### config.mk
export PLATFORM = sky130hd
export DESIGN_NAME = mrc_regs
export DESIGN_NICKNAME = d
export VERILOG_FILES = /design/src/rtl/mrc_pkg.sv /design/src/rtl/mrc_regs.sv
export VERILOG_INCLUDE_DIRS = /design/src /design/src/rtl
export SDC_FILE = /design/constraint.sdc
export NUM_CORES = 1
export LEC_CHECK = 0
export ABC_CLOCK_PERIOD_IN_PS = 2900
export BUFFER_PORTS_ARGS = -buffer_cell sky130_fd_sc_hd__buf_2
export CORE_MARGIN = 4
export CORE_UTILIZATION = 42
export CTS_CLUSTER_SIZE = 40
export DETAILED_ROUTE_END_ITERATION = 10
export PLACE_DENSITY = 0.64
export SLEW_MARGIN = 5
export SYNTH_ARGS = -nofsm -noshare
export SYNTH_HDL_FRONTEND = slang
export SYNTH_SLANG_ARGS = --single-unit
### constraint.sdc
create_clock -name ref_clk -period 2.9 [get_ports ref_clk]
set_clock_uncertainty 0.15 [all_clocks]
set_input_delay 0.145 -clock ref_clk [delete_from_list [all_inputs] [get_ports ref_clk]]
set_output_delay 0.145 -clock ref_clk [all_outputs]
set_load 0.01 [all_outputs]
### src/rtl/mrc_map.svh
`ifndef MRC_MAP_SVH
`define MRC_MAP_SVH
`define MRC_ADDR_LOW_A      8'h76
`define MRC_ADDR_LOW_B      8'h77
`define MRC_ADDR_CFG        8'h78
`define MRC_ADDR_PULSE      8'h7b
`define MRC_ADDR_TEST_ONE   8'h7e
`define MRC_ADDR_TEST_TWO   8'h7f
`define MRC_CFG_RESET       8'h00
`define MRC_PULSE_RESET     8'h55
`define MRC_TEST_RESET      8'h00
`define MRC_LOW_RESET       8'h00
`define MRC_RD_IDLE         8'h00
`define MRC_PEND_ALL        8'hff
`define MRC_PEND_NONE       8'h00
`define MRC_FIELD_W         2
`define MRC_COUNT_W         3
`define MRC_FAN_COUNT       4
`define MRC_COUNT_RESET     12'h492
`define MRC_BIT_ALERT       0
`define MRC_BIT_FAST        3
`define MRC_BIT_CONT_LO     4
`define MRC_SLOW_MS         1000
`define MRC_FAST_MS         250
`define MRC_CLK_KHZ         200000
`endif

### src/rtl/mrc_pkg.sv
package mrc_pkg;
    typedef enum logic [0:0] {
        MRC_LIVE   = 1'b0,
        MRC_FROZEN = 1'b1
    } mrc_snap_t;
endpackage

### src/rtl/mrc_regs.sv
`include "mrc_map.svh"

module mrc_regs
(
    input  wire logic        ref_clk,
    input  wire logic        rst_n,
    input  wire logic [7:0]  regAddr,
    input  wire logic        regWrite,
    input  wire logic [7:0]  regWrData,
    input  wire logic        regRead,
    output logic      [7:0]  regRdData,
    input  wire logic        configLock,
    input  wire logic [7:0]  highReadDoneA,
    input  wire logic [7:0]  highReadDoneB,
    input  wire logic        convUpdate,
    input  wire logic [7:0]  newLowA,
    input  wire logic [7:0]  newLowB,
    output logic             snapFrozenA,
    output logic             snapFrozenB,
    output logic             alertFunctionSelect,
    output logic             tachMeasureTick,
    output logic      [3:0]  continuousMeasEnable,
    output logic      [11:0] pulsesPerRevFan
);
    // periods counted in cycles of the single system clock
    localparam int SLOW_CYC = `MRC_SLOW_MS * `MRC_CLK_KHZ;
    localparam int FAST_CYC = `MRC_FAST_MS * `MRC_CLK_KHZ;

    logic      [7:0]  lowA;
    logic      [7:0]  lowB;
    logic      [7:0]  pinTachCfg;
    logic      [7:0]  pulseSelect;
    logic      [7:0]  testOne;
    logic      [7:0]  testTwo;
    logic      [7:0]  pendA;
    logic      [7:0]  pendB;
    logic      [27:0] rateCount;
    logic      [27:0] rateLimit;
    logic      [7:0]  next_pulseSelect;
    logic      [11:0] next_pulsesPerRevFan;
    logic      [7:0]  next_regRdData;
    logic             hitLowA;
    logic             hitLowB;
    logic             hitCfg;
    logic             hitPulse;
    logic             hitTestOne;
    logic             hitTestTwo;
    logic             cfgWriteOk;
    logic             pulseWriteOk;
    logic             rateWrap;
    mrc_pkg::mrc_snap_t stateA;
    mrc_pkg::mrc_snap_t stateB;

    // one address decode shared by reads, writes and freezes
    assign hitLowA    = (regAddr == `MRC_ADDR_LOW_A);
    assign hitLowB    = (regAddr == `MRC_ADDR_LOW_B);
    assign hitCfg     = (regAddr == `MRC_ADDR_CFG);
    assign hitPulse   = (regAddr == `MRC_ADDR_PULSE);
    assign hitTestOne = (regAddr == `MRC_ADDR_TEST_ONE);
    assign hitTestTwo = (regAddr == `MRC_ADDR_TEST_TWO);
    // lock gates only the config byte; the pulse byte stays writable
    assign cfgWriteOk   = regWrite && hitCfg && !configLock;
    assign pulseWriteOk = regWrite && hitPulse;

    // freeze A until every high-byte reading it covers is read
    always_ff @(posedge ref_clk)
    begin
        if (!rst_n)
        begin
            stateA <= mrc_pkg::MRC_LIVE;
            pendA  <= `MRC_PEND_NONE;
        end
        else
        begin
            case (stateA)
                mrc_pkg::MRC_LIVE:
                begin
                    if (regRead && hitLowA)
                    begin
                        stateA <= mrc_pkg::MRC_FROZEN;
                        pendA  <= `MRC_PEND_ALL;
                    end
                end
                mrc_pkg::MRC_FROZEN:
                begin
                    pendA <= pendA & ~highReadDoneA;
                    if ((pendA & ~highReadDoneA) == `MRC_PEND_NONE)
                    begin
                        stateA <= mrc_pkg::MRC_LIVE;
                    end
                end
                default: stateA <= mrc_pkg::MRC_LIVE;
            endcase
        end
    end

    always_ff @(posedge ref_clk)
    begin
        if (!rst_n)
        begin
            stateB <= mrc_pkg::MRC_LIVE;
            pendB  <= `MRC_PEND_NONE;
        end
        else
        begin
            case (stateB)
                mrc_pkg::MRC_LIVE:
                begin
                    if (regRead && hitLowB)
                    begin
                        stateB <= mrc_pkg::MRC_FROZEN;
                        pendB  <= `MRC_PEND_ALL;
                    end
                end
                mrc_pkg::MRC_FROZEN:
                begin
                    pendB <= pendB & ~highReadDoneB;
                    if ((pendB & ~highReadDoneB) == `MRC_PEND_NONE)
                    begin
                        stateB <= mrc_pkg::MRC_LIVE;
                    end
                end
                default: stateB <= mrc_pkg::MRC_LIVE;
            endcase
        end
    end

    assign snapFrozenA = (stateA == mrc_pkg::MRC_FROZEN);
    assign snapFrozenB = (stateB == mrc_pkg::MRC_FROZEN);

    // low bits only track conversions while live
    always_ff @(posedge ref_clk)
    begin
        if (!rst_n)
        begin
            lowA <= `MRC_LOW_RESET;
        end
        else if (convUpdate && !snapFrozenA)
        begin
            lowA <= newLowA;
        end
    end

    always_ff @(posedge ref_clk)
    begin
        if (!rst_n)
        begin
            lowB <= `MRC_LOW_RESET;
        end
        else if (convUpdate && !snapFrozenB)
        begin
            lowB <= newLowB;
        end
    end

    always_ff @(posedge ref_clk)
    begin
        if (!rst_n)
        begin
            pinTachCfg <= `MRC_CFG_RESET;
        end
        else if (cfgWriteOk)
        begin
            pinTachCfg <= regWrData;
        end
    end

    // count output loads with its byte, so both change on one edge
    always_comb
    begin
        next_pulseSelect = pulseSelect;
        if (pulseWriteOk)
        begin
            next_pulseSelect = regWrData;
        end
    end

    always_ff @(posedge ref_clk)
    begin
        if (!rst_n)
        begin
            pulseSelect     <= `MRC_PULSE_RESET;
            pulsesPerRevFan <= `MRC_COUNT_RESET;
        end
        else
        begin
            pulseSelect     <= next_pulseSelect;
            pulsesPerRevFan <= next_pulsesPerRevFan;
        end
    end

    // test registers ignore host writes, locked or not
    always_ff @(posedge ref_clk)
    begin
        if (!rst_n)
        begin
            testOne <= `MRC_TEST_RESET;
        end
    end

    always_ff @(posedge ref_clk)
    begin
        if (!rst_n)
        begin
            testTwo <= `MRC_TEST_RESET;
        end
    end

    // pin mux sits outside; the alert select and the four continuous enables leave this block
    assign alertFunctionSelect = pinTachCfg[`MRC_BIT_ALERT];
    assign continuousMeasEnable =
        pinTachCfg[`MRC_BIT_CONT_LO +: 4];

    // field code n means n+1 pulses; two code bits, three count bits per fan
    genvar f;
    generate
        for (f = 0; f < `MRC_FAN_COUNT; f++)
        begin : g_pulse
            assign next_pulsesPerRevFan[`MRC_COUNT_W*f +: `MRC_COUNT_W] =
                {1'b0, next_pulseSelect[`MRC_FIELD_W*f +: `MRC_FIELD_W]}
                + 3'h1;
        end
    endgenerate

    // the fast bit picks the shorter period for every fan channel
    always_comb
    begin
        if (pinTachCfg[`MRC_BIT_FAST])
        begin
            rateLimit = 28'(FAST_CYC - 1);
        end
        else
        begin
            rateLimit = 28'(SLOW_CYC - 1);
        end
    end

    assign rateWrap = (rateCount >= rateLimit);

    // free-running: a rate change applies at once, at the next cycle's compare
    always_ff @(posedge ref_clk)
    begin
        if (!rst_n)
        begin
            rateCount <= '0;
        end
        else if (rateWrap)
        begin
            rateCount <= '0;
        end
        else
        begin
            rateCount <= rateCount + 28'h0000001;
        end
    end

    assign tachMeasureTick = rateWrap;

    // unmapped addresses read back as zero
    always_comb
    begin
        next_regRdData = `MRC_RD_IDLE;
        if (hitLowA)
            next_regRdData = lowA;
        else if (hitLowB)
            next_regRdData = lowB;
        else if (hitCfg)
            next_regRdData = pinTachCfg;
        else if (hitPulse)
            next_regRdData = pulseSelect;
        else if (hitTestOne)
            next_regRdData = testOne;
        else if (hitTestTwo)
            next_regRdData = testTwo;
    end

    // read data stands until the next read strobe
    always_ff @(posedge ref_clk)
    begin
        if (!rst_n)
        begin
            regRdData <= `MRC_RD_IDLE;
        end
        else if (regRead)
        begin
            regRdData <= next_regRdData;
        end
    end
endmodule

---- Yosys cells after proc, flatten, opt, wreduce, memory -nomap -nowiden ----
Cells that the tools add are included.
Widths: inputs -> output; s select.
storage, ports and cells
  register bits ........................... 98
  input bits .............................. 54
  output and inout bits ................... 28
  logic and storage cells ................. 59
operators by class
  add/sub/neg operators ................... 5
  magnitude comparators ................... 1
  equal/unequal tests ..................... 6
  multiplexer cells ....................... 16
  bitwise gates (word level) .............. 7
  reductions and logical operators ........ 13
operator list
  cell                   count
  $mux 8                 7
  $eq 8x7->1 const B     4
  $pmux 8 s2             2
  $add 28x1->28 const B  1
  $ge 28x28->1           1
  $mux 28                1
  $and 8x8->8            2
  $logic_not 8->1        2
  $not 8->8              2
  $add 2x1->3 const B    4
  $logic_and 1x1->1      7
  $mux 1                 4
  $ne 2x2->1 const B     2
  $pmux 1 s2             2
  $logic_not 1->1        3
  $not 1->1              3
  $reduce_or 2->1        1

---- Depth between registers and ports, before layout ----
Gate-level depths: netlist of run 1.
  word-level depth ........................ 5
  depth in mapped cells ................... 9
  gate-level depth less buffers ........... 7

---- Worst setup path before layout of run 1 ----
No wires, ideal clock.
  kind .................................... reg-to-reg
  start point ............................. reg pinTachCfg[3]
  end point ............................... reg rateCount[16]
  library setup time ...................... 64 ps
  arrival ................................. 1924 ps
  required time ........................... 2686 ps
  path slack .............................. 761 ps
  stages on the path, launching flop included .. 10
  buffers on the path ..................... 2
  clock period less this slack ............ 2139 ps
  cells stage by stage .................... dfxtp_1 -> inv_1 -> ha_1 -> a21oi_1 -> nor4_1 -> nor3b_1 -> a21bo_1 -> buf_6 -> buf_6 -> nor2_1
on the way
  word-level cells in the longest chain between the ends .. 3
ends and longest elaborated chain
  element                    line             RTL
  start, declared            mrc_regs.sv:31   logic [7:0] pinTachCfg;
  start signal, assigned     mrc_regs.sv:160  pinTachCfg <= `MRC_CFG_RESET;
  start signal, assigned     mrc_regs.sv:164  pinTachCfg <= regWrData;
  $mux 28                    mrc_regs.sv:228  if (pinTachCfg[`MRC_BIT_FAST])
  $ge 28x28->1               mrc_regs.sv:238  assign rateWrap = (rateCount >= rateLimit);
  $reduce_or 2->1 (no line)  -
  end signal, assigned       mrc_regs.sv:253  rateCount <= rateCount + 28'h0000001;
  end, declared              mrc_regs.sv:37   logic [27:0] rateCount;
Every way passes these cells.
A chain may end at the register's enable or synchronous reset.

---- Worst setup path after layout of run 1 ----
  start point ............................. reg pinTachCfg[3]
  end point ............................... reg rateCount[17]
Same word-level chain as after synthesis.

==> impl_metrics.ini, run 1 <==
[cells_and_area]
multi_input_area_sq_um = 2200
syn_to_final_growth_pct = 25.2
drive_above_1_share = 0.194
n_fill_cell = 973
mostFrequentLayoutCells = 98 x dfxtp_1, 81 x buf_2, 41 x dlygate4sd3_1
mostFrequentLayoutCell = dfxtp_1
fin_nets = 643
regArea_sq_um = 1960
final_area_sq_um = 5520
diodes = 0

[sta]
rsz0062_at_grt = no
fin_crit_sh = 0.858
period_minus_slack_ps = 2490
setup_viol_count_final = 0
finalSetupTns_ps = 0
worstMarginPinSlew_ps = 645
relSlewSlack = 0.566
fmax_ghz = 0.402
slew_violations = 0
hold_violations = 0
worst_hold_slack_ps = 32.7

[route]
ant_nets = 0
via_per_inst = 4.95
wl_per_cell_um = 14.0
drc = 0
wl_mm = 10.0
drt_iter0_markers = 111
via_count = 3552
first_pass_iters = 4

[power_and_ir_drop]
p_sw_uw = 559
power.leakage_nw = 2.32
clockPowerShare = 0.391
pwr-share-comb = 0.072
p_total_mw = 2.56
vdd_ir_drop_max_mv = 0.335
sw_frac_of_total = 0.218
intPower_mw = 2.00
seq_power_share = 0.537
p_per_area_nw_per_um2 = 464

[placed_design]
dp_hpwl_mm = 7.24
place_congestion = 0.805
place_area_sq_um = 4880
io_buffer_count = 81

[logic_synthesis]
synth_seq_cells = 98
avgSynthCellArea_sq_um = 9.47
syn_nets = 532
async_flop_share = 0
ys_types = 46
synth-edff-count = 0
mappedNetlistArea_sq_um = 4400
yosys_most_used_dff = dfxtp_1
ys_seq_area_frac = 0.445
yosys_warnings = 0
synthCells = 465

[grt]
grt_pass1_wl_mm = 17.5
grtUsageMet1 = 0.212
overflow = 0
antenna_found_initial = 0
grt_max_degree = 47
grt_usage = 0.172
busiest_layer = met2
grt_pass1_vias = 3692
use_met2 = 0.288
use_met3 = 0.0449

[floorplan]
die_h_um = 110
initial_core_util = 0.429
fp.coreArea_sq_um = 10300
io_pins = 82
placementRows = 37
die_x_um = 110
floorplan.die_area_sq_um = 12200

[min_path]
min_path_type = primary input to flop

[setup_path]
cp-end-kind = flop
cp.arrival_ps = 2650
critPathLaunchType = flop
cpLargestDelayFamily = simple AND/OR/NAND/NOR gates
crit_type = flop to flop
crit_fanout = 20
critPathRequiredTime_ps = 3060
r2r_cells = 8
critPathLaunch = pinTachCfg[3]
slowest_delay_ps = 490
reg2reg_from = pinTachCfg[3]
rrSetupSlack_ps = 410
path_depth = 8
cp_cell_sequence = inv_1 > ha_1 > a211oi_1 > nor4_1 > nor3b_1 > a21bo_1 > buf_12 > nor2_1
cp_slowest_cell = dfxtp_1
rr_endpoint = rateCount[17]
cp-endpoint = rateCount[17]
path_buf_inv = 2

[cts]
worstSkewPairLatency_ps = 370
cts_tree = built
cts_max_path_buffers = 2
postCtsHoldBufs = 41
cts_sinks = 98
cts_setup_buffers = 0
numCtsBuffers = 9
cts_root_buf = clkbuf_8
ctsResizeCount = 0
clk_pin_slew_ps = 90
htreeDepth = 3

[flow_run]
maxCapViolCount = 0

[status]
status = complete, no violations
## registers in the layout (all words and copies together) (netlist names)
signal	flops
pendB	8
snapFrozenB	1
pendA	8
pulsesPerRevFan	12
lowB	8
snapFrozenA	1
pinTachCfg	8
lowA	8
pulseSelect	8
rateCount	28
regRdData	8
## logic make-up (layout without fill, tap and decap cells)
| logic type | count (synthesis) | count (layout) | synth area share |
|---|---|---|---|
| multiplexers | 33 | 33 | 0.0761 |
| adder cells (fa/ha/maj) | 13 | 13 | 0.0369 |
| flip-flops | 98 | 98 | 0.445 |
| AND/OR/NAND/NOR | 162 | 162 | 0.214 |
| XOR/XNOR | 25 | 25 | 0.0497 |
| AO/OA/AOI/OAI | 84 | 84 | 0.123 |
| buffers and inverters | 50 | 166 | 0.0545 |
## power by group through the flow
stage | Combinational, mW | Clock [mW] | Sequential (mW)
4_1_cts | 0.185 | 1.03 | 1.38
3_5_place_dp | 0.143 | 0 | 1.41
3_3_place_gp | 0.140 | 0 | 1.41
5_1_grt | 0.206 | 1.08 | 1.38
6_report | 0.184 | 1.00 | 1.38
2_1_floorplan | 0.0818 | 0 | 1.40
## worst min path at each step
stage / cells after the start / to / startpoint
after global routing: 2 / regRdData[6] / regRead
final: 2 / regRdData[6] / regRead
after global placement: 3 / lowA[6] / newLowA[6]
after detailed placement: 3 / lowA[0] / newLowA[0]
after floorplan: 2 / pulseSelect[0] / regWrData[0]
after CTS: 2 / regRdData[6] / regRead
## cell usage after synthesis (2+ instances only)
cell	instances	area (sq um)
nor4_1	4	25.0
xnor2_1	9	78.8
nand4b_1	3	26.3
o21ai_0	15	75.1
nand2_1	20	75.1
nor4_2	2	25.0
nand3b_1	7	52.6
o21a_1	18	135
ha_1	13	163
nor3b_1	2	15.0
nand3_1	13	65.1
mux2_2	4	45.0
mux2i_1	29	290
buf_6	5	56.3
o22ai_1	15	93.8
buf_4	4	30.0
xor2_1	16	140
and4_1	2	17.5
o41a_1	2	22.5
nor2b_1	33	206
nand2b_1	5	31.3
dfxtp_1	98	1960
nor2_1	33	124
a21oi_1	19	95.1
a22oi_1	8	60.1
and3_1	5	31.3
and2_1	15	93.8
clkbuf_1	18	67.6
inv_1	23	86.3
nand4_1	9	56.3
## metal layers
metal  part of all wire  up-vias
li1                   -     1824
met1               0.46     1646
met2               0.47       71
met3              0.047       11
met4              0.016        0
met5                  0        -
## area by class of cell
class	instances	share of cell area
Sequential cell	98	0.356
Clock buffer	12	0.0281
Clock inverter	4	0.0134
Timing Repair Buffer	127	0.157
Tap cell	136	0.0309
Inverter	23	0.0157
Multi-Input combinational cell	317	0.399
## metrics by stage
| stage | instances | util | setup WS (ps) |
|---|---|---|---|
| after floorplan | 465 | - | 761 |
| after global placement | 660 | 0.474 | 599 |
| after detailed placement | 660 | 0.474 | 458 |
| after CTS | 717 | 0.537 | 432 |
| after global routing | 717 | 0.537 | 218 |
| final | 717 | 0.537 | 413 |
(Power assumes the default switching activity.)
==> run 2, diff against run 1 <==
--- a/config.mk
+++ b/config.mk
@@ -9,11 +9,10 @@
 export ABC_CLOCK_PERIOD_IN_PS = 2900
 export BUFFER_PORTS_ARGS = -buffer_cell sky130_fd_sc_hd__buf_2
 export CORE_MARGIN = 4
-export CORE_UTILIZATION = 42
+export CORE_UTILIZATION = 55
 export CTS_CLUSTER_SIZE = 40
 export DETAILED_ROUTE_END_ITERATION = 10
-export PLACE_DENSITY = 0.64
-export SLEW_MARGIN = 5
+export PLACE_DENSITY = 0.8
 export SYNTH_ARGS = -nofsm -noshare
 export SYNTH_HDL_FRONTEND = slang
 export SYNTH_SLANG_ARGS = --single-unit
==> run 2 against run 1 <==
  * Register-to-register slack barely moved
  * Total power is 7.2% lower
  * Non-clock buffer count down 1
  * Setup slack better by 9.1 ps
  * Fmax is 0.37% higher
  * Global-route usage rose by 4.9 points
  * Routed wire length grew 1.3%
  * Via count rose by 1.7%
  * Utilization up 16 points
  * Critical path depth unchanged
  * Combinational power barely moved
  * Sequential share of layout area up 0.78 points
  * Highest routed layer unchanged
==> impl_metrics.ini, run 2 (synthesized netlist as in run 1, its figures left out) <==
[floorplan]
placementRows = 32
floorplan.die_area_sq_um = 9500
initial_core_util = 0.567
die_h_um = 97.5
die_x_um = 97.5
io_pins = 82
fp.coreArea_sq_um = 7770

[min_path]
hold_path_startpoint = regRead
min_path_type = primary input to flop
holdPathEnd = regRdData[6]
min_path_cells = 2

[setup_path]
r2r_cells = 8
rr_endpoint = rateCount[2]
critPathRequiredTime_ps = 3040
cp.arrival_ps = 2610
crit_type = flop to flop
reg2reg_from = pinTachCfg[3]
critPathLaunchType = flop
rrSetupSlack_ps = 420
crit_fanout = 20
cp-end-kind = flop

[power_and_ir_drop]
pwr-share-comb = 0.078
p_sw_uw = 586
intPower_mw = 1.79
sw_frac_of_total = 0.247
seq_power_share = 0.579
p_total_mw = 2.38
power.leakage_nw = 2.28
vdd_ir_drop_max_mv = 0.291
p_per_area_nw_per_um2 = 440
clockPowerShare = 0.343

[status]
status = complete, no violations

[cts]
postCtsHoldBufs = 40
worstSkewPairLatency_ps = 360
cts_tree = built
cts_sinks = 98
clk_pin_slew_ps = 100
cts_root_buf = clkbuf_8
ctsResizeCount = 0
cts_max_path_buffers = 2
cts_setup_buffers = 0
numCtsBuffers = 9
htreeDepth = 3

[cells_and_area]
largest_register_ff_count = 28
reg.largest.list = rateCount (28), pulsesPerRevFan (12)
regMostFlops = rateCount
syn_to_final_growth_pct = 22.6
diodes = 0
mostFrequentLayoutCell = dfxtp_1
final_cells = 682
fin_nets = 642
mostFrequentLayoutCells = 98 x dfxtp_1, 81 x buf_2, 40 x dlygate4sd3_1
drive_above_1_share = 0.195

[route]
via_per_inst = 5.30
wl_per_cell_um = 14.9
first_pass_iters = 4
ant_nets = 0
drt_iter0_markers = 190
drc = 0
wl_mm = 10.2
via_count = 3614

[sta]
period_minus_slack_ps = 2480
slew_violations = 0
rsz0062_at_grt = no
setup_viol_count_final = 0
finalSetupTns_ps = 0
relSlewSlack = 0.555
worstMarginPinSlew_ps = 663
fin_crit_sh = 0.854
fmax_ghz = 0.404
hold_violations = 0

[grt]
grt_max_degree = 72
grt_pass1_wl_mm = 17.5
overflow = 0
grt_pass1_vias = 3612
antenna_found_initial = 0
grt_usage = 0.221

[flow_run]
maxCapViolCount = 0

[placed_design]
io_buffer_count = 81
dp.cells = 626
place_congestion = 0.883
dp_hpwl_mm = 6.69
==> run 2: how the worst max path moves through the flow <==
stage                                to  cells past startpoint           from
after detailed placement  rateCount[10]                      8  pinTachCfg[3]
after global placement     rateCount[2]                      8  pinTachCfg[3]
after CTS                  rateCount[2]                      8  pinTachCfg[3]
after global routing       rateCount[2]                      8  pinTachCfg[3]
final                      rateCount[2]                      8  pinTachCfg[3]
after floorplan           rateCount[16]                      9  pinTachCfg[3]
==> run 2: routing by layer <==
layer / routed length [um] / share of wire / global-route usage / vias to the layer above
met5: 0 / 0 / 0 / -
met4: 125 / 0.012 / 0.0426 / 0
met3: 470 / 0.046 / 0.0503 / 11
met2: 5130 / 0.51 / 0.392 / 87
met1: 4430 / 0.44 / 0.275 / 1692
li1: - / - / - / 1824
==> run 2: layout make-up <==
| type | instances | area [sq um] |
|---|---|---|
| tap | 102 | 128 |
| timing repair buffer | 126 | 843 |
| sequential | 98 | 1960 |
| clock buffer | 10 | 128 |
| multi-input combinational | 317 | 2200 |
| fill | 615 | 2370 |
| clock inverter | 6 | 48.8 |
| inverter | 23 | 86.3 |
==> run 2: critical path, stage by stage, from the launching register on <==
cell     delay (ps)
dfxtp_1         500
inv_1           140
ha_1            330
a21oi_1         150
nor4_1           70
nor3b_1         380
a21bo_1         340
buf_4           230
nor2_1          120
==> run 2: through the flow <==
step / util / worst slack (ps) / area, sq um / hold WS [ps]
6_report: 0.695 / 422 / 5400 / 34.0
2_1_floorplan: - / 761 / 4400 / 154
3_5_place_dp: 0.621 / 468 / 4820 / 260
5_1_grt: 0.695 / 158 / 5400 / 52.0
3_3_place_gp: 0.621 / 587 / 4820 / 251
4_1_cts: 0.695 / 438 / 5400 / 18.4
==> run 2: power by group through the flow <==
stage / Sequential [mW] / Combinational, mW / Clock, mW
2_1_floorplan: 1.40 / 0.0818 / 0
3_3_place_gp: 1.41 / 0.136 / 0
3_5_place_dp: 1.41 / 0.139 / 0
4_1_cts: 1.38 / 0.181 / 0.833
5_1_grt: 1.38 / 0.204 / 0.888
6_report: 1.38 / 0.184 / 0.815
==> run 3, diff against run 2 <==
--- a/config.mk
+++ b/config.mk
@@ -9,10 +9,10 @@
 export ABC_CLOCK_PERIOD_IN_PS = 2900
 export BUFFER_PORTS_ARGS = -buffer_cell sky130_fd_sc_hd__buf_2
 export CORE_MARGIN = 4
-export CORE_UTILIZATION = 55
+export CORE_UTILIZATION = 35
 export CTS_CLUSTER_SIZE = 40
 export DETAILED_ROUTE_END_ITERATION = 10
-export PLACE_DENSITY = 0.8
+export PLACE_DENSITY = 0.56
 export SYNTH_ARGS = -nofsm -noshare
 export SYNTH_HDL_FRONTEND = slang
 export SYNTH_SLANG_ARGS = --single-unit
==> run 3 against run 2 <==
  * Fmax is 0.69% lower
  * Total power grew 13%
  * Final cell count up 8.8%
  * Via count is 2.3% lower
  * Utilization fell by 24 points
  * Die area grew 52%
  * Count of clock-buffer cells in the layout rose by 2
  * Critical endpoint is now rateCount[5]
==> impl_metrics.ini, run 3 (synthesized netlist as in run 1, its figures left out) <==
[cells_and_area]
largest_register_ff_count = 28
regMostFlops = rateCount
mostFrequentLayoutCell = dfxtp_1
diodes = 0
fin_nets = 638
syn_to_final_growth_pct = 26.1
drive_above_1_share = 0.195
reg.largest.list = rateCount (28), pulsesPerRevFan (12)
mostFrequentLayoutCells = 98 x dfxtp_1, 81 x buf_2, 36 x dlygate4sd3_1
final_area_sq_um = 5560

[floorplan]
floorplan.die_area_sq_um = 14400
fp.coreArea_sq_um = 12200
placementRows = 40
io_pins = 82
die_h_um = 120
initial_core_util = 0.362
die_x_um = 120

[route]
drt_iter0_markers = 88
via_per_inst = 4.76
first_pass_iters = 4
ant_nets = 0
wl_mm = 10.1
via_count = 3530
drc = 0
wl_per_cell_um = 13.5

[sta]
worstMarginPinSlew_ps = 653
setup_viol_count_final = 0
setup_slack_ps = 405
rsz0062_at_grt = no
fmax_ghz = 0.401
relSlewSlack = 0.561
finalSetupTns_ps = 0
hold_violations = 0
slew_violations = 0
worst_hold_slack_ps = 12.9
period_minus_slack_ps = 2500
fin_crit_sh = 0.860

[placed_design]
place_area_sq_um = 4920
dp_slack_ps = 434
dp_hpwl_mm = 7.27
place_congestion = 0.833
io_buffer_count = 81

[setup_path]
cp_cell_sequence = inv_1 > ha_1 > a21oi_1 > nor4_1 > nor3b_1 > a21bo_1 > buf_12 > nor2_1
critPathRequiredTime_ps = 3020
critPathLaunchType = flop
rrSetupSlack_ps = 400
crit_fanout = 20
cpLargestDelayFamily = simple AND/OR/NAND/NOR gates
cp_slowest_cell = dfxtp_1
cp-end-kind = flop
cp.arrival_ps = 2620
path_buf_inv = 2
r2r_cells = 8
rr_endpoint = rateCount[5]
crit_type = flop to flop
reg2reg_from = pinTachCfg[3]
slowest_delay_ps = 520

[min_path]
min_path_type = primary input to flop
hold_path_startpoint = highReadDoneA[0]
holdPathEnd = pendA[0]
min_path_cells = 3

[cts]
clk_pin_slew_ps = 60
postCtsHoldBufs = 36
htreeDepth = 3
worstSkewPairLatency_ps = 340
ctsResizeCount = 0
cts_max_path_buffers = 2
cts_sinks = 98
cts_setup_buffers = 0
cts_root_buf = clkbuf_16
numCtsBuffers = 9
cts_tree = built

[grt]
grt_max_degree = 72
overflow = 0
grt_usage = 0.144
grt_pass1_vias = 3416
antenna_found_initial = 0
grt_pass1_wl_mm = 16.9

[power_and_ir_drop]
p_per_area_nw_per_um2 = 482
p_total_mw = 2.68
power.leakage_nw = 2.32
vdd_ir_drop_max_mv = 0.233

[flow_run]
maxCapViolCount = 0

[status]
status = complete, no violations
run 3: cell count changes in the layout (fill, tap and decap cells not counted), moves of 2 or more:
cell / change
clkbuf_16: +9
clkbuf_8: -6
dlygate4sd3_1: -4
inv_6: -2
run 3: routing by layer:
layer  global-route usage  vias up  share of wire
met3               0.0346       10          0.043
li1                     -     1820              -
met4               0.0508        0          0.015
met1                0.192     1638           0.48
met5                    0        -              0
met2                0.229       62           0.46
run 3: worst max path at each step:
stage | startpoint | endpoint | slack (ps) | cells after the start
floorplan | pinTachCfg[3] | rateCount[16] | 760 | 9
global placement | pinTachCfg[3] | rateCount[9] | 530 | 8
detailed placement | pinTachCfg[3] | rateCount[5] | 430 | 8
CTS | pinTachCfg[3] | rateCount[5] | 410 | 8
global route | pinTachCfg[3] | rateCount[8] | 180 | 8
finish | pinTachCfg[3] | rateCount[5] | 400 | 8
run 3: area by class of cell:
class | count | area [sq um]
inverter | 23 | 86.3
clock buffer | 12 | 267
fill | 1201 | 6610
multi-input combinational | 317 | 2200
sequential | 98 | 1960
clock inverter | 2 | 12.5
tap | 168 | 210
timing repair buffer | 122 | 816
run 3: report_power, final:
part / switching (mW) / internal, mW / leakage, nW / total, mW
Clock: 0.478 / 0.641 / 0.137 / 1.12
Combinational: 0.0795 / 0.101 / 1.39 / 0.180
Sequential: 0.0130 / 1.36 / 0.794 / 1.38
Total: 0.571 / 2.11 / 2.32 / 2.68
run 3: metrics by stage:
stage | cells | utilization
after global placement | 692 | 0.404
after floorplan | 465 | -
after detailed placement | 692 | 0.404
final | 742 | 0.457
after global routing | 742 | 0.457
after CTS | 742 | 0.457
run 3: worst register-to-register path, cell delays in order (launching register included):
cell and delay, ps:
dfxtp_1 520, inv_1 140, ha_1 330, a21oi_1 160, nor4_1 70, nor3b_1 380
a21bo_1 360, buf_12 200, nor2_1 110
